===== src/common/pwm_pkg.sv =====
// package for the dual pulse-width generator block
// assumes a single 20 MHz clock and an apb master on the register side
package pwm_pkg;

  // ----------------------------------------------------------------
  // register offsets (byte addresses)
  // ----------------------------------------------------------------
  localparam logic [7:0] gen_a_ctrl_off = 8'h00;
  localparam logic [7:0] gen_a_period_off = 8'h04;
  localparam logic [7:0] gen_a_duty_off = 8'h08; // four words 08..14
  localparam logic [7:0] gen_a_count_off = 8'h18;
  localparam logic [7:0] gen_a_capture_off = 8'h1c;
  localparam logic [7:0] gen_b_ctrl_off = 8'h20;
  localparam logic [7:0] gen_b_period_off = 8'h24;
  localparam logic [7:0] gen_b_duty_off = 8'h28; // four words 28..34
  localparam logic [7:0] gen_b_count_off = 8'h38;
  localparam logic [7:0] status_off = 8'h3c;

  // ----------------------------------------------------------------
  // control field positions
  // ----------------------------------------------------------------
  localparam int run_bit = 0;
  localparam int out_en_bit = 1; // 0: general timer only
  localparam int comp_bit = 2; // gen a only: complementary pair
  localparam int cap_en_bit = 3; // gen a only
  localparam int trig_en_bit = 4; // start on system timer trigger
  localparam int trig_sel_lsb = 5; // 2 bits
  localparam int cap_sel_lsb = 8; // 3 bits
  localparam int prescale_lsb = 16; // 8 bits
  localparam int dead_lsb = 24; // 8 bits

  // ----------------------------------------------------------------
  // reset values
  // ----------------------------------------------------------------
  localparam logic [31:0] ctrl_reset = 32'h0000_0000;
  localparam logic [15:0] period_reset = 16'hffff;
  localparam logic [15:0] duty_reset = 16'h0000;

  // full 32-bit word so a bus write lands each field on its own bits
  typedef struct packed {
    logic [7:0] dead; // [31:24]
    logic [7:0] prescale; // [23:16]
    logic [4:0] spare_hi; // [15:11] unused, kept as written
    logic [2:0] cap_sel; // [10:8]
    logic spare_lo; // [7] unused, kept as written
    logic [1:0] trig_sel; // [6:5]
    logic trig_en;
    logic cap_en;
    logic comp;
    logic out_en;
    logic run;
  } gen_ctrl_s;

  // pulse-width generator status seen by the top
  typedef struct packed {
    logic [15:0] count;
    logic wrap;
    logic tick;
  } gen_state_s;

endpackage : pwm_pkg


===== src/rtl/pwm_timebase.sv =====
// divider plus 16-bit up counter shared by four outputs of one generator
// assumes control comes from registers on the same clock
`timescale 1ns/1ps
`default_nettype none
module pwm_timebase (
  input wire logic clk,
  input wire logic srst,
  input wire logic enable,
  input wire logic clear,
  input wire logic [7:0] prescale,
  input wire logic [15:0] period,
  output var pwm_pkg::gen_state_s state
);

  logic [7:0] div;
  logic [7:0] next_div;
  pwm_pkg::gen_state_s next_state;

  // divider produces one tick every prescale+1 clocks
  always_comb begin
    next_div = div;
    next_state = state;
    next_state.tick = 1'b0;
    next_state.wrap = 1'b0;
    if (clear || !enable) begin
      next_div = 8'h00;
      if (clear) begin
        next_state.count = 16'h0000;
      end
    end else if (div >= prescale) begin
      next_div = 8'h00;
      next_state.tick = 1'b1;
      if (state.count >= period) begin
        next_state.count = 16'h0000;
        next_state.wrap = 1'b1;
      end else begin
        next_state.count = state.count + 16'h0001;
      end
    end else begin
      next_div = div + 8'h01;
    end
  end

  always_ff @(posedge clk) begin
    if (srst) begin
      div <= 8'h00;
      state <= '0;
    end else begin
      div <= next_div;
      state <= next_state;
    end
  end
endmodule : pwm_timebase
`default_nettype wire


===== src/rtl/quad_pwm.sv =====
// two four-output pulse-width generators with dead zone and capture
// assumes apb master on clk, pins and system timer triggers asynchronous
//
// Summary of operation
// - each generator has one shared 16-bit timer
// - each output has own 16-bit duty, pin
// - divider clocks each generator's timer
// - timer also usable as plain general timer
// - gen a outputs zero/one form complementary pair
// - dead zone length is 8-bit programmable
// - capture uses gen a counter, disables gen a outputs
// - capture pin chosen from port a pins 0-7
// - any of three system timers may trigger
`timescale 1ns/1ps
`default_nettype none
module quad_pwm (
  input wire logic clk,
  input wire logic srst,
  input wire logic psel,
  input wire logic penable,
  input wire logic pwrite,
  input wire logic [7:0] paddr,
  input wire logic [31:0] pwdata,
  output logic [31:0] prdata,
  output logic pready,
  output logic pslverr,
  input wire logic [7:0] port_a_pin,
  input wire logic [2:0] sys_timer_trig,
  output logic [3:0] pwm_gen_a,
  output logic [3:0] pwm_gen_b
);

  // ----------------------------------------------------------------
  // registers
  // ----------------------------------------------------------------
  pwm_pkg::gen_ctrl_s ctrl_a, ctrl_b, next_ctrl_a, next_ctrl_b;
  logic [15:0] period_a, period_b, next_period_a, next_period_b;
  logic [15:0] duty [8];
  logic [15:0] next_duty [8];
  logic [15:0] capture, next_capture;
  logic cap_flag, next_cap_flag;
  logic [31:0] next_prdata;
  logic next_pready, next_pslverr;
  logic clear_a, clear_b;
  pwm_pkg::gen_state_s st_a, st_b;

  // two-stage synchronisers for pins and triggers
  logic [7:0] pin_m, pin_s;
  logic [2:0] trg_m, trg_s, trg_d;
  logic cap_d;

  function automatic logic hit(input logic [7:0] a, input logic [7:0] o);
    hit = (a == o);
  endfunction : hit

  // ----------------------------------------------------------------
  // apb slave: one wait state, answer registered on access phase
  // ----------------------------------------------------------------
  wire access = psel && penable && !pready;
  wire wr = access && pwrite;
  wire cap_pin = pin_s[ctrl_a.cap_sel];
  wire cap_edge = ctrl_a.cap_en && cap_pin && !cap_d;
  wire [2:0] trg_rise = trg_s & ~trg_d;

  always_comb begin
    next_ctrl_a = ctrl_a;
    next_ctrl_b = ctrl_b;
    next_period_a = period_a;
    next_period_b = period_b;
    next_duty = duty;
    next_capture = capture;
    next_cap_flag = cap_flag;
    next_prdata = 32'h0000_0000;
    next_pready = access;
    next_pslverr = 1'b0;
    clear_a = 1'b0;
    clear_b = 1'b0;
    // a system timer trigger starts a generator that waits on it
    if (ctrl_a.trig_en && trg_rise[ctrl_a.trig_sel]) begin
      next_ctrl_a.run = 1'b1;
    end
    if (ctrl_b.trig_en && trg_rise[ctrl_b.trig_sel]) begin
      next_ctrl_b.run = 1'b1;
    end
    if (wr) begin
      if (hit(paddr, pwm_pkg::gen_a_ctrl_off)) begin
        next_ctrl_a = pwdata;
      end else if (hit(paddr, pwm_pkg::gen_b_ctrl_off)) begin
        next_ctrl_b = pwdata;
      end else if (hit(paddr, pwm_pkg::gen_a_period_off)) begin
        next_period_a = pwdata[15:0];
      end else if (hit(paddr, pwm_pkg::gen_b_period_off)) begin
        next_period_b = pwdata[15:0];
      end else if (hit(paddr, pwm_pkg::gen_a_count_off)) begin
        clear_a = 1'b1;
      end else if (hit(paddr, pwm_pkg::gen_b_count_off)) begin
        clear_b = 1'b1;
      end else if (hit(paddr, pwm_pkg::status_off)) begin
        next_cap_flag = 1'b0; // write clears the capture flag
      end else begin
        next_pslverr = 1'b1;
        for (int i = 0; i < 4; i++) begin
          if (hit(paddr, pwm_pkg::gen_a_duty_off + 8'(4 * i))) begin
            next_duty[i] = pwdata[15:0];
            next_pslverr = 1'b0;
          end
          if (hit(paddr, pwm_pkg::gen_b_duty_off + 8'(4 * i))) begin
            next_duty[i + 4] = pwdata[15:0];
            next_pslverr = 1'b0;
          end
        end
      end
    end else if (access) begin
      next_pslverr = 1'b1;
      for (int i = 0; i < 4; i++) begin
        if (hit(paddr, pwm_pkg::gen_a_duty_off + 8'(4 * i))) begin
          next_prdata = {16'h0000, duty[i]};
          next_pslverr = 1'b0;
        end
        if (hit(paddr, pwm_pkg::gen_b_duty_off + 8'(4 * i))) begin
          next_prdata = {16'h0000, duty[i + 4]};
          next_pslverr = 1'b0;
        end
      end
      if (hit(paddr, pwm_pkg::gen_a_ctrl_off)) begin
        next_prdata = ctrl_a;
        next_pslverr = 1'b0;
      end
      if (hit(paddr, pwm_pkg::gen_b_ctrl_off)) begin
        next_prdata = ctrl_b;
        next_pslverr = 1'b0;
      end
      if (hit(paddr, pwm_pkg::gen_a_period_off)) begin
        next_prdata = {16'h0000, period_a};
        next_pslverr = 1'b0;
      end
      if (hit(paddr, pwm_pkg::gen_b_period_off)) begin
        next_prdata = {16'h0000, period_b};
        next_pslverr = 1'b0;
      end
      if (hit(paddr, pwm_pkg::gen_a_count_off)) begin
        next_prdata = {16'h0000, st_a.count};
        next_pslverr = 1'b0;
      end
      if (hit(paddr, pwm_pkg::gen_b_count_off)) begin
        next_prdata = {16'h0000, st_b.count};
        next_pslverr = 1'b0;
      end
      if (hit(paddr, pwm_pkg::gen_a_capture_off)) begin
        next_prdata = {16'h0000, capture};
        next_pslverr = 1'b0;
      end
      if (hit(paddr, pwm_pkg::status_off)) begin
        next_prdata = {29'h0, st_b.wrap, st_a.wrap, cap_flag};
        next_pslverr = 1'b0;
      end
    end
    // capture latches gen a counter; a new edge beats the clear
    if (cap_edge) begin
      next_capture = st_a.count;
      next_cap_flag = 1'b1;
    end
  end

  always_ff @(posedge clk) begin
    if (srst) begin
      ctrl_a <= pwm_pkg::ctrl_reset;
      ctrl_b <= pwm_pkg::ctrl_reset;
      period_a <= pwm_pkg::period_reset;
      period_b <= pwm_pkg::period_reset;
      for (int i = 0; i < 8; i++) begin
        duty[i] <= pwm_pkg::duty_reset;
      end
      capture <= 16'h0000;
      cap_flag <= 1'b0;
      prdata <= 32'h0000_0000;
      pready <= 1'b0;
      pslverr <= 1'b0;
    end else begin
      ctrl_a <= next_ctrl_a;
      ctrl_b <= next_ctrl_b;
      period_a <= next_period_a;
      period_b <= next_period_b;
      duty <= next_duty;
      capture <= next_capture;
      cap_flag <= next_cap_flag;
      prdata <= next_prdata;
      pready <= next_pready;
      pslverr <= next_pslverr;
    end
  end

  // synchronisers: only the second stage and later are read
  always_ff @(posedge clk) begin
    if (srst) begin
      pin_m <= 8'h00;
      pin_s <= 8'h00;
      trg_m <= 3'h0;
      trg_s <= 3'h0;
      trg_d <= 3'h0;
      cap_d <= 1'b0;
    end else begin
      pin_m <= port_a_pin;
      pin_s <= pin_m;
      trg_m <= sys_timer_trig;
      trg_s <= trg_m;
      trg_d <= trg_s;
      cap_d <= cap_pin;
    end
  end

  // ----------------------------------------------------------------
  // time bases
  // ----------------------------------------------------------------
  pwm_timebase u_base_a (
    .clk(clk),
    .srst(srst),
    .enable(ctrl_a.run),
    .clear(clear_a),
    .prescale(ctrl_a.prescale),
    .period(period_a),
    .state(st_a)
  );

  pwm_timebase u_base_b (
    .clk(clk),
    .srst(srst),
    .enable(ctrl_b.run),
    .clear(clear_b),
    .prescale(ctrl_b.prescale),
    .period(period_b),
    .state(st_b)
  );

  // ----------------------------------------------------------------
  // outputs and dead zone
  // ----------------------------------------------------------------
  logic [3:0] raw_a, raw_b, next_a, next_b;
  logic [7:0] dz, next_dz;
  logic raw_prev, next_raw_prev;

  generate
    for (genvar g = 0; g < 4; g++) begin : g_cmp
      assign raw_a[g] = st_a.count < duty[g];
      assign raw_b[g] = st_b.count < duty[g + 4];
    end
  endgenerate

  // dead-zone counter counts divided ticks after each edge of output zero
  always_comb begin
    next_raw_prev = raw_a[0];
    next_dz = dz;
    if (raw_a[0] != raw_prev) begin
      next_dz = ctrl_a.dead;
    end else if (dz != 8'h00 && st_a.tick) begin
      next_dz = dz - 8'h01;
    end
    next_a = raw_a;
    if (ctrl_a.comp) begin
      next_a[0] = raw_a[0] && next_dz == 8'h00;
      next_a[1] = !raw_a[0] && next_dz == 8'h00;
    end
    // capture or plain timer use leaves the pins quiet
    if (!ctrl_a.out_en || ctrl_a.cap_en) begin
      next_a = 4'h0;
    end
    next_b = ctrl_b.out_en ? raw_b : 4'h0;
  end

  always_ff @(posedge clk) begin
    if (srst) begin
      pwm_gen_a <= 4'h0;
      pwm_gen_b <= 4'h0;
      dz <= 8'h00;
      raw_prev <= 1'b0;
    end else begin
      pwm_gen_a <= next_a;
      pwm_gen_b <= next_b;
      dz <= next_dz;
      raw_prev <= next_raw_prev;
    end
  end
endmodule : quad_pwm
`default_nettype wire


===== config.mk =====
export PLATFORM = sky130hd
export DESIGN_NAME = quad_pwm
export DESIGN_NICKNAME = d
export VERILOG_FILES = /design/src/common/pwm_pkg.sv /design/src/rtl/pwm_timebase.sv /design/src/rtl/quad_pwm.sv
export SDC_FILE = /design/constraint.sdc
export NUM_CORES = 1
export LEC_CHECK = 0
export ABC_AREA = 1
export BUFFER_PORTS_ARGS = -buffer_cell sky130_fd_sc_hd__buf_4
export CAP_MARGIN = 20
export CORE_MARGIN = 3
export CORE_UTILIZATION = 45
export DETAILED_ROUTE_END_ITERATION = 16
export PLACE_DENSITY = 0.72
export REMOVE_ABC_BUFFERS = 1
export SYNTH_ARGS = -nofsm -noshare
export SYNTH_HDL_FRONTEND = slang
export SYNTH_SLANG_ARGS = --single-unit

===== constraint.sdc =====
create_clock -name clk -period 2.5 [get_ports clk]
set_input_delay 0.25 -clock clk [delete_from_list [all_inputs] [get_ports clk]]
set_output_delay 0.25 -clock clk [all_outputs]
set_load 0.01 [all_outputs]

==> run summary, run 1 <==
Measured along the y axis, the die boundary spans 212 µm. Max-cap violations in this run came to 0. The first-pass GRT wire length was 98,500 µm. The number of buffer cells added on primary ports works out to 97. Dividing the final minimum period by the clock period gives 97.2%. The most common cell type on the critical path was nand2_1.

Once detail routing completed, the nets flagged for antenna violations numbered 0. Routability-driven placement finished with a final weighted congestion of 0.992. The maximum fanout encountered on the critical timing path is 9, and the average footprint of a synthesized cell is 7.40 µm². The number of antenna diodes in the final layout is 0. The multi-input combinational cells in the finished layout cover a total of 9870 µm². For this run, the share of the core covered by cells in the final layout is 55.2%. Combinational family with the most area after synthesis: compound AO/OA/AOI/OAI gates.

The total wire length is 63,900 µm. The tools report the endpoint with the worst hold slack as pready. The tools report the sort of element at the end of the critical path as a flop. The largest single stage delay on the critical path is 0.34 ns. In the synthesized netlist, mux cells make up 0.105% of the area.

The routed wirelength normalized by instance count was 19.3 µm. For the number of antenna violations at the first check in global routing, the log shows 1. The tree is rooted in a clkbuf_16.

The first detailed-routing pass took 6 iterations. The later pin in the worst-skew pair is clocked with a latency of 0.57 ns. The number of global-route vias before repair was 17,800; the average vias per placed instance was 5.66.

The starting utilization of the core area came out at 46.2%. The critical path goes through buf_4, ha_1, nand2_1, inv_1, o21ai_0, nand2_1, nor2_1, nand3_1, nor2_1, buf_4, nand2_1, o32ai_1. The flow ran to the end, and the final reports show no timing, DRC or antenna violations. Data on the critical path arrives at its endpoint at 2.89 ns. TritonCTS built the clock tree. In this run the most critical hold path is launched from penable. The die covers 45,000 µm². The tools report the total number of placement rows as 74.

The number of cell instances on the worst register-to-register path came out at 12. Prior to clock tree synthesis, the placed netlist has a worst setup slack of 0.0573 ns. The synthesized-area fraction occupied by adder cells works out to 11.4%.

The final period demand of the worst path was 2.43 ns. Of the total synthesized cell area, the portion taken by XOR and XNOR cells is 1.01%. The final layout net count is 2,973, and the HPWL after detailed placement is 46,800 µm. The clock tree buffer depth was 3. The synthesized cell area is 19,100 µm², and the transition time at the pin with the least slew margin is 0.938 ns. The H-tree was split into 2 levels.

The final max-slew violation count was 0; the power density relative to cell area was 574 nW/µm². For this run, the top clock speed supported by timing is 411 MHz. CTS saw 369 sinks. The tools report the worst IR drop on VDD as 538 µV. Setup slack closes at 0.0692 ns. The total overflow left after global routing is 0. The floorplan step defined a core boundary enclosing 41,400 µm². Fill cells in the final layout number 3,759.

The capturing point of the worst reg2reg path is u_base_a.state[13]. The completed layout was analyzed and its total power is 13.1 mW. The synthesized netlist devotes 21.9% of its cell area to compound gates.

The share of post-route cells with drive strength above 1 was 12.1%. The first routing iteration left 1,768 violations. Summing the areas of all and, or, nand and nor instances in the mapped netlist gives 17.0% of the synthesized area. The critical register-to-register path startpoint was u_base_a.state[15]. Clock-pin slew was measured on the worst setup and hold paths at 0.06 ns. In this run, CTS created clock tree buffers numbering 41. The worst setup path is launched from a flop. The number of buffers and inverters on the critical path is 3. The number of vias in the routed layout is 18,700, and the final-layout setup total negative slack is 0 ns. The logs give 0 for the post-route DRC violation count and 9.75 nW for the leakage power. In this run the horizontal extent of the chip is 212 µm.

The count of boundary I/O pins is 98, and the post-synthesis sequential element count is 369. Final setup violation count: 0. The critical-path cell with the highest stage delay was dfxtp_1.

In the synthesized netlist, the number of instances is 2,586. Entering global routing, the biggest net connects 56 pins. The cell family contributing the most delay on the critical path is simple AND/OR/NAND/NOR gates. Yosys printed 0 warnings. For the critical path required time, the log shows 2.96 ns. Along the worst hold path, the cell count comes to 5. The path class of the tightest hold or removal check is in2reg. The run gives 48 as the count of distinct cell types in the synthesized netlist. The area growth from synthesis to layout came out at 19.4%. The classification of the worst setup path was reg2reg. In the layout the commonest cells are nand2_1 (387), dfxtp_1 (369), a21oi_1 (357). Setup repair after global routing left no endpoint under its margin. The commonest non-fill, non-tap cell in the layout was nand2_1. For the worst-case headroom to the max-slew limit, the log shows 37.4%.

The logs give 7390 µm² for the sequential cell area and 0.07 ns for the setup slack of the most critical reg-to-reg path. Of the synthesized area, sequential elements account for 38.6%. Global routing used 28.0% of the available tracks. The count of final hold-check violations is 0. The clock arrives with 0.0243 ns of skew.
-- sequential cells by signal, summed over array words and instances (netlist names), 3 cells and up --
register	flops
capture	16
ctrl_a	32
ctrl_b	32
duty	128
dz	8
period_a	16
period_b	16
pin_m	8
pin_s	8
prdata	32
pwm_gen_a	4
pwm_gen_b	4
trg_d	3
trg_m	3
trg_s	3
u_base_a.div	8
u_base_a.state	18
u_base_b.div	8
u_base_b.state	17
-- area by class of cell --
type	count	area share, %
clock buffers	59	5.32
clock inverters	17	1.21
flip-flops and latches	369	32.3
multi-input cells	1727	43.2
well taps	532	2.91
inverters	366	6.05
repair buffers	238	8.99
-- repair_timing --
action                                  CTS  global route
hold endpoints to repair                 41             0
setup buffers                             0             1
hold buffers                             27             0
endpoints found under the setup margin    0             7
gates resized for setup                   0            10
-- where the power goes --
group          switching, mW  internal, mW  total (mW)  leakage (nW)
clock network           2.58          4.12        6.70         0.729
logic                  0.333         0.178       0.512          6.04
registers            0.00773          5.90        5.91          2.98
-- per-stage QoR --
step,instances,cell area (µm²),hold slack [ns]
after floorplan,2462,18600,0.319
after global placement,3204,21000,0.396
after detailed placement,3204,21000,0.393
after CTS,3307,22800,0.0396
after global routing,3308,22800,0.0360
final,3308,22800,0.0558
-- cell usage after synthesis (all sizes together) --
cell	n	area share (%)
a221oi	25	1.1
o211ai	43	1.7
o221ai	1	0.046
o21ai	300	7.8
o31ai	5	0.20
o21a	1	0.039
a21oi	358	9.4
inv	363	7.1
a32oi	2	0.092
or3	1	0.033
nand3b	8	0.31
buf	40	1.2
mux2i	2	0.10
nor4	5	0.16
xnor2	2	0.092
ha	174	11
nand2	399	7.9
a31oi	3	0.098
nand3	69	1.9
o41ai	1	0.046
a21boi	8	0.31
nor3	21	0.69
xor2	20	0.92
nor3b	3	0.12
or2	8	0.26
a2111oi	3	0.14
clkinv	3	0.065
clkbuf	84	1.6
o2111ai	2	0.092
o22ai	14	0.46
dfxtp	369	39
a22o	4	0.18
nor2	199	4.1
o32ai	3	0.14
nand4	43	1.4
-- layer usage --
layer | track usage, % | up-vias | wire length (µm)
met1 | 35.7 | 8700 | 26100
li1 | - | 8989 | -
met2 | 45.4 | 827 | 29000
met3 | 5.62 | 201 | 5520
met5 | 0 | - | 11
met4 | 13.4 | 2 | 3230
-- tightest hold or removal path: cells and delay by family --
family / cells / cell delay, ns
simple gates: 3 / 0.15
buf+inv: 2 / 0.18
-- logic make-up (layout without fill, tap and decap cells) --
kind of cell,count (synthesis),after routing
adders and majority gates,174,174
xor gates and xnor gates,22,22
AOI/OAI and AO/OA,773,773
buffers and inverters,490,680
DFF,369,369
muxes,2,2
and+or+nand+nor,756,756
-- worst max-delay path by stage --
stage,startpoint,end,slack [ns],depth (start not counted)
2_1_floorplan,srst,u_base_a.div[3],-1.69,3
3_3_place_gp,duty[127],pwm_gen_a[1],0.13,15
3_5_place_dp,duty[125],pwm_gen_a[1],0.06,15
4_1_cts,duty[125],pwm_gen_a[1],0.03,15
5_1_grt,u_base_a.state[3],u_base_a.state[15],0.0005,13
6_report,u_base_a.state[15],u_base_a.state[13],0.07,12
(Power assumes the default switching activity.)
==> run 2, diff against run 1 <==
Settings changed: ABC_AREA 1 to unset.
==> run summary, run 2 <==
The final RePlAce weighted congestion was 1.06 (was 0.992); the maximum fanout encountered on the critical timing path was 6 (was 9). The pin count of the biggest net entering global routing was 119 (was 56); the simple-gate portion of the synthesized area was 21.0% (was 17.0%). The flip-flop cell with the highest count after synthesis was dfxtp_1 (unchanged). Number of nets with antenna violations after routing: 0 (unchanged). The endpoint arrival time on the critical path is 2.97 ns (was 2.89 ns). The final setup violation count is 0 (unchanged). The average footprint of a synthesized cell is 7.93 µm² (was 7.40 µm²), and the count of distinct cell types in the synthesized netlist is 83 (was 48). The width of the chip works out to 217 µm (was 212 µm). The sequential area share after synthesis is 37.0% (was 38.6%), and the synthesized-area fraction occupied by adder cells is 10.9% (was 11.4%).

The final layout net count is 2,986 (was 2,973). The logs give 384 µV (was 538 µV) for the worst IR drop on VDD and 19,100 (was 17,800) for the number of global-route vias before repair. The run gives 22,500 µm² (was 21,000 µm²) as the instance area after placement. The count of boundary I/O pins was 98 (unchanged); the number of synthesized flops with an enable pin was 0 (unchanged).

The routed wirelength normalized by instance count was 23.9 µm (was 19.3 µm). TritonCTS built the clock tree. The share of power burned in registers came out at 44.4% (was 45.1%). Most common cell in the synthesized netlist: nand2_1 (unchanged). The final standard cell utilization of the core was 56.3% (was 55.2%); the reported max-cap violation count was 0 (unchanged).

The number of stages on the worst hold path is 2 (was 5). Cell types with the largest area share after synthesis: dfxtp_1 (37%), ha_1 (11%), nand2_1 (8.7%) (was dfxtp_1 (39%), ha_1 (11%), a21oi_1 (9.3%)). For the clock tree buffer depth, the log shows 3 (unchanged). The fraction of power spent switching nets was 24.1% (was 22.2%). The transition time at the pin with the least slew margin came out at 0.869 ns (was 0.938 ns). Setup repair after global routing could not meet its margin everywhere. The average vias per placed instance works out to 5.93 (was 5.66).

Top cell family by delay on the critical path: compound AO/OA/AOI/OAI gates (was simple AND/OR/NAND/NOR gates). The final max-slew violation count is 0 (unchanged). The commonest non-fill, non-tap cell in the layout was nand2_1 (unchanged). For the TritonCTS sink count, the log shows 369 (unchanged).

The number of filler cells placed in the layout was 3,939 (was 3,759); the final period demand of the worst path was 2.47 ns (was 2.43 ns). The largest stage delay on the critical path was 0.48 ns (was 0.34 ns); the share of cell area taken by muxes after synthesis was 4.20% (was 0.105%). The area growth from synthesis to layout came out at 22.5% (was 19.4%).

The tools report the fraction of power consumed by the clock network as 49.0% (was 51.0%). The number of buffer cells added on primary ports works out to 97 (unchanged). Hold path startpoint: srst (was penable). The number of buffers and inverters on the critical path is 2 (was 3).

Top library cells by usage in the layout, fill and taps aside: nand2_1 (463), dfxtp_1 (355), buf_4 (286) (was nand2_1 (387), dfxtp_1 (369), a21oi_1 (357)). The power density relative to cell area is 547 nW/µm² (was 574 nW/µm²). The critical path required time is 2.99 ns (was 2.96 ns). The critical-path cell with the highest stage delay was a311o_2 (was dfxtp_1). The number of cell instances on the worst register-to-register path came out at 10 (was 12). The tools report the HPWL after detailed placement as 59,100 µm (was 46,800 µm). The leakage power was 9.86 nW (was 9.75 nW); the post-synthesis sequential element count was 369 (unchanged). Number of H-tree branching levels: 2 (unchanged). The multi-input gate area in the final layout is 11,400 µm² (was 9870 µm²). The logs give 47,000 µm² (was 45,000 µm²) for the total die area and 42 (was 41) for the TritonCTS buffer count.

The tools report the endpoint with the worst hold slack as capture[1] (was pready). The height of the die was 217 µm (was 212 µm); the number of antenna violations at the first check in global routing was 0 (was 1). The flow ran to the end, and the final reports show no timing, DRC or antenna violations.

The final clock skew is 0.0225 ns (was 0.0243 ns), and the final cycle utilization of the critical path is 98.9% (was 97.2%). The clock insertion delay at the later pin of the skew report is 0.58 ns (was 0.57 ns), and the maximum clock rate is 404 MHz (was 411 MHz). The final standard cell area without fillers was 24,500 µm² (was 22,800 µm²); the global router's overall resource usage was 33.3% (was 28.0%). The logs give 2,433 (was 1,768) for the initial detailed-routing violation count and 20,000 (was 18,700) for the number of vias in the routed layout. The first-pass GRT wire length is 118,000 µm (was 98,500 µm). Share of Yosys cell area claimed by the top area cell type: 37.0% (was 38.6%).

The async set-reset flop share out of synthesis works out to 0% (unchanged). The synthesized-area fraction occupied by xor and xnor cells works out to 1.31% (was 1.01%). The tools report the total number of placement rows as 76 (was 74). Critical path startpoint: duty[127] (was u_base_a.state[15]). Combinational family with the most area after synthesis: simple AND/OR/NAND/NOR gates (was compound AO/OA/AOI/OAI gates).

Clock tree root buffer cell: clkbuf_16 (unchanged). The register clock-pin slew on the reported worst setup and hold paths was 0.06 ns (about the same). Number of flip-flops under the largest register name: 128 (unchanged). The capturing point of the worst reg2reg path was dz[6] (was u_base_a.state[13]). The run gives 0 (unchanged) as the diode insertion count for antenna repair. The worst-case headroom to the max-slew limit came out at 42.1% (was 37.4%).

The logs give 43,500 µm² (was 41,400 µm²) for the floorplan core area and 0 (unchanged) for the count of final hold-check violations. Share of the synthesized area in compound gates (AO/OA/AOI/OAI): 19.0% (was 21.9%). The post-synthesis instance total is 2,520 (was 2,586), and the share of post-route cells with drive strength above 1 is 15.9% (was 12.1%).

The run gives 10.2 mW (about the same) as the internal power contribution. The tools report the synthesized cell area as 20,000 µm² (was 19,100 µm²). Cell type with the highest aggregate area in the netlist: dfxtp_1 (unchanged). The logs give 80,500 µm (was 63,900 µm) for the total wire length and 46.0% (was 46.2%) for the starting utilization of the core area. The post-route DRC violation count is 0 (unchanged). The register bank with the most flops is duty (unchanged).

The type of element launching the critical path is a flop (unchanged). The class of the tightest hold or removal check was in2reg (unchanged). The total net switching power was 3.23 mW (was 2.92 mW); the number of detailed-routing iterations run before antenna repair was 6 (unchanged). Post-synth top cells: nand2_1 (464), dfxtp_1 (369), a21oi_1 (282) (was nand2_1 (393), dfxtp_1 (369), a21oi_1 (357)).

The run gives 6.7% (was 3.9%) as the combinational cell fraction of total power. The critical register-to-register path startpoint is duty[127] (was u_base_a.state[15]). For the remaining global-route overflow, the log shows 0 (unchanged). The logs give 0.03 ns (was 0.07 ns) for the setup slack of the most critical reg-to-reg path and 7400 µm² (was 7390 µm²) for the sequential cell area.

Classification of the worst setup path: reg2reg (unchanged). Crit path cell chain: inv_1, ha_1, nand4_1, a211oi_2, a221o_1, a311o_2, xor2_2, buf_2, nor2_1, a211oi_1 (was buf_4, ha_1, nand2_1, inv_1, o21ai_0, nand2_1, nor2_1, nand3_1, nor2_1, buf_4, nand2_1, o32ai_1). The total of warnings raised by yosys is 0 (unchanged).

The tools report the sort of element at the end of the critical path as a flop (unchanged).
## run 2: cell count changes after synthesis, moves of 18 or more
cell	before	now
o211ai_1	43	7
a21o_1	0	41
nand2_1	393	464
a211oi_1	0	23
a22oi_1	0	27
a211o_1	0	19
o21ai_0	201	92
nor2b_1	0	33
nand2b_1	0	19
buf_2	20	38
o21ai_1	99	9
inv_1	353	193
mux2i_1	2	76
a21oi_1	357	282
## run 2: worst max-delay path by stage
stage / slack (ns) / end / cells after the start
global route: -0.05 / dz[1] / 9
floorplan: -0.62 / u_base_a.state[4] / 7
detailed placement: -0.07 / dz[5] / 9
finish: 0.03 / dz[6] / 10
global placement: -0.09 / dz[1] / 9
CTS: 0.005 / dz[4] / 9
## run 2: per-layer routing
layer	part of all wire (%)	up-vias	track usage [%]
li1	-	9189	-
met1	41	9516	44.8
met2	43	1057	50.8
met3	9.9	230	6.16
met4	5.6	0	17.7
met5	0	-	0
## run 2: logic make-up (layout without fill, tap and decap cells)
| family | after synthesis | in the layout |
|---|---|---|
| compound gates | 621 | 621 |
| xor+xnor | 30 | 30 |
| fa+ha+maj | 174 | 174 |
| buf+inv | 331 | 599 |
| flops | 369 | 369 |
| mux | 81 | 81 |
| simple gates | 914 | 914 |
## run 2: metrics by stage
stage / cells / setup TNS [ns] / worst slack [ns] / total power, mW / hold WS (ns)
final: 3373 / 0 / 0.0265 / 13.4 / 0.0456
after global routing: 3373 / -0.260 / -0.0473 / 13.7 / 0.0258
after CTS: 3371 / 0 / 0.00535 / 13.4 / 0.00246
after detailed placement: 3266 / -0.371 / -0.0736 / 6.88 / 0.422
after global placement: 3266 / -0.309 / -0.0851 / 6.87 / 0.418
after floorplan: 2383 / -42.65 / -0.624 / 6.35 / 0.319
## run 2: power by group through the flow
| stage | logic, mW | clock network [mW] | registers, mW |
|---|---|---|---|
| floorplan | 0.282 | 0 | 6.07 |
| global placement | 0.799 | 0 | 6.07 |
| detailed placement | 0.808 | 0 | 6.07 |
| CTS | 0.853 | 6.62 | 5.94 |
| global route | 0.929 | 6.86 | 5.94 |
| finish | 0.890 | 6.56 | 5.94 |
## run 2: area by class of cell
| cell class | count | share of cell area, % |
|---|---|---|
| Clock buffer | 59 | 4.97 |
| Multi-Input combinational cell | 1820 | 46.7 |
| Tap cell | 585 | 2.99 |
| Clock inverter | 17 | 1.00 |
| Timing Repair Buffer | 329 | 11.1 |
| Inverter | 194 | 2.98 |
| Sequential cell | 369 | 30.3 |
## run 2: worst register-to-register path, delay by kind of cell, from the launching register on
kind	cells	cell delay (ns)
flops	1	0.32
fa+ha+maj	1	0.29
xor+xnor	1	0.25
buf+inv	2	0.25
compound gates	4	1.08
simple gates	2	0.20
## run 2: timing repair
| item | 4_1_cts | 5_1_grt |
|---|---|---|
| hold buffers | 27 | 0 |
| resized for setup | 3 | 40 |
| pin swaps | 1 | 21 |
| endpoints found under the hold margin | 43 | 0 |
| cloned | 1 | 1 |
| endpoints found under the setup margin | 8 | 26 |
| buffers inserted | 1 | 1 |
==> run 3, diff against run 2 <==
Settings changed: ABC_AREA set to 1, CELL_PAD_IN_SITES_DETAIL_PLACEMENT set to 0, CELL_PAD_IN_SITES_GLOBAL_PLACEMENT set to 1, PLACE_DENSITY 0.72 to 0.89.
==> run summary, run 3 (synthesis results as in run 1) <==
The transition time at the pin with the least slew margin is 0.894 ns (was 0.869 ns), and the final cycle utilization of the critical path is 93.6% (was 98.9%). The number of antenna violations at the first check in global routing was 1 (was 0); the average vias per placed instance was 5.60 (was 5.93). The number of flip-flops under the largest register name works out to 128 (unchanged). For the number of nets with antenna violations after routing, the log shows 0 (unchanged).

The global routing usage on met3 came out at 6.27% (was 6.16%). The tools report the final RePlAce weighted congestion as 0.978 (was 1.06). The multi-input gate area in the final layout came out at 9880 µm² (was 11,400 µm²). The width of the chip works out to 212 µm (was 217 µm). The fraction of power consumed by the clock network is 50.2% (was 49.0%).

The logs give 0 (unchanged) for the remaining global-route overflow and 9.63 nW (was 9.86 nW) for the leakage power. The critical-path cell with the highest stage delay is dfxtp_1 (was a311o_2). The type of element launching the critical path was a flop (unchanged). The starting utilization of the core area came out at 46.2% (was 46.0%). The initial detailed-routing violation count is 1,928 (was 2,433). The pin count of the biggest net entering global routing is 98 (was 119). TritonCTS built the clock tree. Sort of element at the end of the critical path: a flop (unchanged). For the worst-case headroom to the max-slew limit, the log shows 40.3% (was 42.1%). The share of power burned in registers is 45.9% (was 44.4%), and the post-route DRC violation count is 0 (unchanged). The endpoint arrival time on the critical path came out at 2.83 ns (was 2.97 ns). The number of cell instances on the worst register-to-register path was 13 (was 10). The maximum fanout encountered on the critical timing path was 5 (was 6); the largest stage delay on the critical path was 0.34 ns (was 0.48 ns). The number of vias in the routed layout was 18,500 (was 20,000). The share of post-route cells with drive strength above 1 is 12.3% (was 15.9%). The area growth from synthesis to layout works out to 18.5% (was 22.5%). The number of filler cells placed in the layout was 3,860 (was 3,939).

The critical path required time is 2.99 ns (about the same), and the reported max-cap violation count is 0 (unchanged). The register clock-pin slew on the reported worst setup and hold paths was 0.07 ns (was 0.06 ns); the first-pass GRT wire length was 101,000 µm (was 118,000 µm). The global routing usage on met2 was 46.1% (was 50.8%). The commonest non-fill, non-tap cell in the layout is nand2_1 (unchanged). Most crowded layer after global routing: met2 (unchanged).

The number of buffer cells added on primary ports is 97 (unchanged). Class of the tightest hold or removal check: in2reg (unchanged). The final standard cell utilization of the core came out at 54.8% (was 56.3%). For the diode insertion count for antenna repair, the log shows 0 (unchanged). The logs give 74 (was 76) for the total number of placement rows and 0 (unchanged) for the final max-slew violation count. Counting stages on the worst path, the most repeated cell is nand2_1. The total wire length is 65,400 µm (was 80,500 µm), and the instance area after placement is 20,900 µm² (was 22,500 µm²).

HPWL after detailed placement: 48,300 µm (was 59,100 µm). The run gives 38.0% (was 44.8%) as the met1 capacity usage during global routing. The classification of the worst setup path is reg2reg (unchanged). The final standard cell area without fillers came out at 22,700 µm² (was 24,500 µm²). The count of final hold-check violations came out at 0 (unchanged).

Top library cells by usage in the layout, fill and taps aside: nand2_1 (386), dfxtp_1 (368), a21oi_1 (356) (was nand2_1 (463), dfxtp_1 (355), buf_4 (286)). Fraction of power spent switching nets: 23.3% (was 24.1%). The clock tree root buffer cell is clkbuf_16 (unchanged).

Combinational cell fraction of total power: 3.9% (was 6.7%). Crit path cell chain: inv_1, ha_1, a21oi_1, o21ai_0, a21oi_2, nand3_1, nand2_2, nand2_1, nand2_1, nand2_1, nor2_2, nand3_1, a21oi_1 (was inv_1, ha_1, nand4_1, a211oi_2, a221o_1, a311o_2, xor2_2, buf_2, nor2_1, a211oi_1). The internal power contribution was 9.88 mW (was 10.2 mW).

TritonCTS sink count: 369 (unchanged). The final clock skew was 0.0181 ns (was 0.0225 ns); the height of the die was 212 µm (was 217 µm). The flow ran to the end, and the final reports show no timing, DRC or antenna violations. The count of boundary I/O pins came out at 98 (unchanged). The logs give 42 (unchanged) for the TritonCTS buffer count and 41,400 µm² (was 43,500 µm²) for the floorplan core area. Maximum clock rate: 427 MHz (was 404 MHz). The clock tree buffer depth is 3 (unchanged).

The routed wirelength normalized by instance count is 19.8 µm (was 23.9 µm). Final setup violation count: 0 (unchanged). The power density relative to cell area was 568 nW/µm² (was 547 nW/µm²); the final layout net count was 2,964 (was 2,986). Setup repair after global routing left no endpoint under its margin. The total die area came out at 45,000 µm² (was 47,000 µm²).

Worst IR drop on VDD: 436 µV (was 384 µV). The total net switching power was 3.01 mW (was 3.23 mW); the number of H-tree branching levels was 2 (unchanged). The number of stages on the worst hold path was 5 (was 2); the clock insertion delay at the later pin of the skew report was 0.58 ns (about the same).

The run gives 17,400 (was 19,100) as the number of global-route vias before repair. The sequential cell area is 7390 µm² (was 7400 µm²), and the global router's overall resource usage is 29.0% (was 33.3%). The final period demand of the worst path is 2.34 ns (was 2.47 ns), and the number of detailed-routing iterations run before antenna repair is 5 (was 6). The register bank with the most flops was duty (unchanged).
-- run 3: cell count changes in the layout (fill, tap and decap cells not counted), moves of 19 or more --
| cell | previous run | this run |
|---|---|---|
| inv_1 | 192 | 351 |
| o211ai_1 | 7 | 43 |
| a211o_1 | 19 | 0 |
| nand2_1 | 463 | 386 |
| a21oi_1 | 280 | 356 |
| o21ai_1 | 11 | 99 |
| buf_4 | 286 | 190 |
| a21o_1 | 41 | 0 |
| o21ai_0 | 89 | 201 |
| a211oi_1 | 20 | 0 |
| nand2b_1 | 19 | 0 |
| mux2i_1 | 76 | 2 |
| a22oi_1 | 27 | 0 |
| nor2b_1 | 32 | 0 |
-- run 3: layer usage --
layer	vias up	share of wire [%]	routed length (µm)
li1	8955	-	-
met3	155	9.5	6190
met5	-	0	0
met4	0	4.8	3150
met2	806	45	29200
met1	8547	41	26900
-- run 3: power groups by stage --
stage / combinational, mW / clock (mW) / sequential [mW]
global route: 0.549 / 6.80 / 5.91
finish: 0.504 / 6.47 / 5.91
floorplan: 0.213 / 0 / 6.04
detailed placement: 0.462 / 0 / 6.04
CTS: 0.495 / 6.55 / 5.91
global placement: 0.456 / 0 / 6.04
-- run 3: cell type report --
class                           instances  share of cell area [%]
Timing Repair Buffer                  228                    8.45
Tap cell                              532                    2.94
Clock buffer                           49                    5.01
Multi-Input combinational cell       1727                    43.6
Inverter                              366                    6.09
Clock inverter                         28                    1.37
Sequential cell                       369                    32.6
-- run 3: what timing repair did --
item	4_1_cts	5_1_grt
gates resized for setup	1	16
buffers inserted	0	2
hold endpoints to repair	43	0
hold buffers	27	0
pin swaps	0	3
endpoints found under the setup margin	1	17
-- run 3: worst paths after layout --
| kind | slack [ns] | from | end |
|---|---|---|---|
| min | 0.05 | penable | pready |
| max | 0.16 | duty[123] | pwm_gen_a[1] |
| max reg2reg | 0.16 | duty[123] | pwm_gen_a[1] |
| min reg2reg | 0.40 | pin_m[0] | pin_s[0] |
-- run 3: critical path: cells and delay by family, from the launching register on --
kind / cells / cell delay [ns]
buffers and inverters: 1 / 0.06
adders and majority gates: 1 / 0.31
DFF: 1 / 0.34
and+or+nand+nor: 7 / 0.77
AOI/OAI and AO/OA: 4 / 0.77
-- run 3: per-stage QoR --
| step | total power, mW | setup slack (ns) | instances | setup TNS [ns] | hold WS [ns] |
|---|---|---|---|---|---|
| floorplan | 6.25 | -1.69 | 2462 | -320.35 | 0.319 |
| global placement | 6.50 | 0.112 | 3193 | 0 | 0.390 |
| detailed placement | 6.50 | 0.0473 | 3193 | 0 | 0.396 |
| CTS | 13.0 | 0.0170 | 3297 | 0 | 0.0217 |
| global route | 13.3 | 0.00923 | 3299 | 0 | 0.0389 |
| finish | 12.9 | 0.160 | 3299 | 0 | 0.0505 |
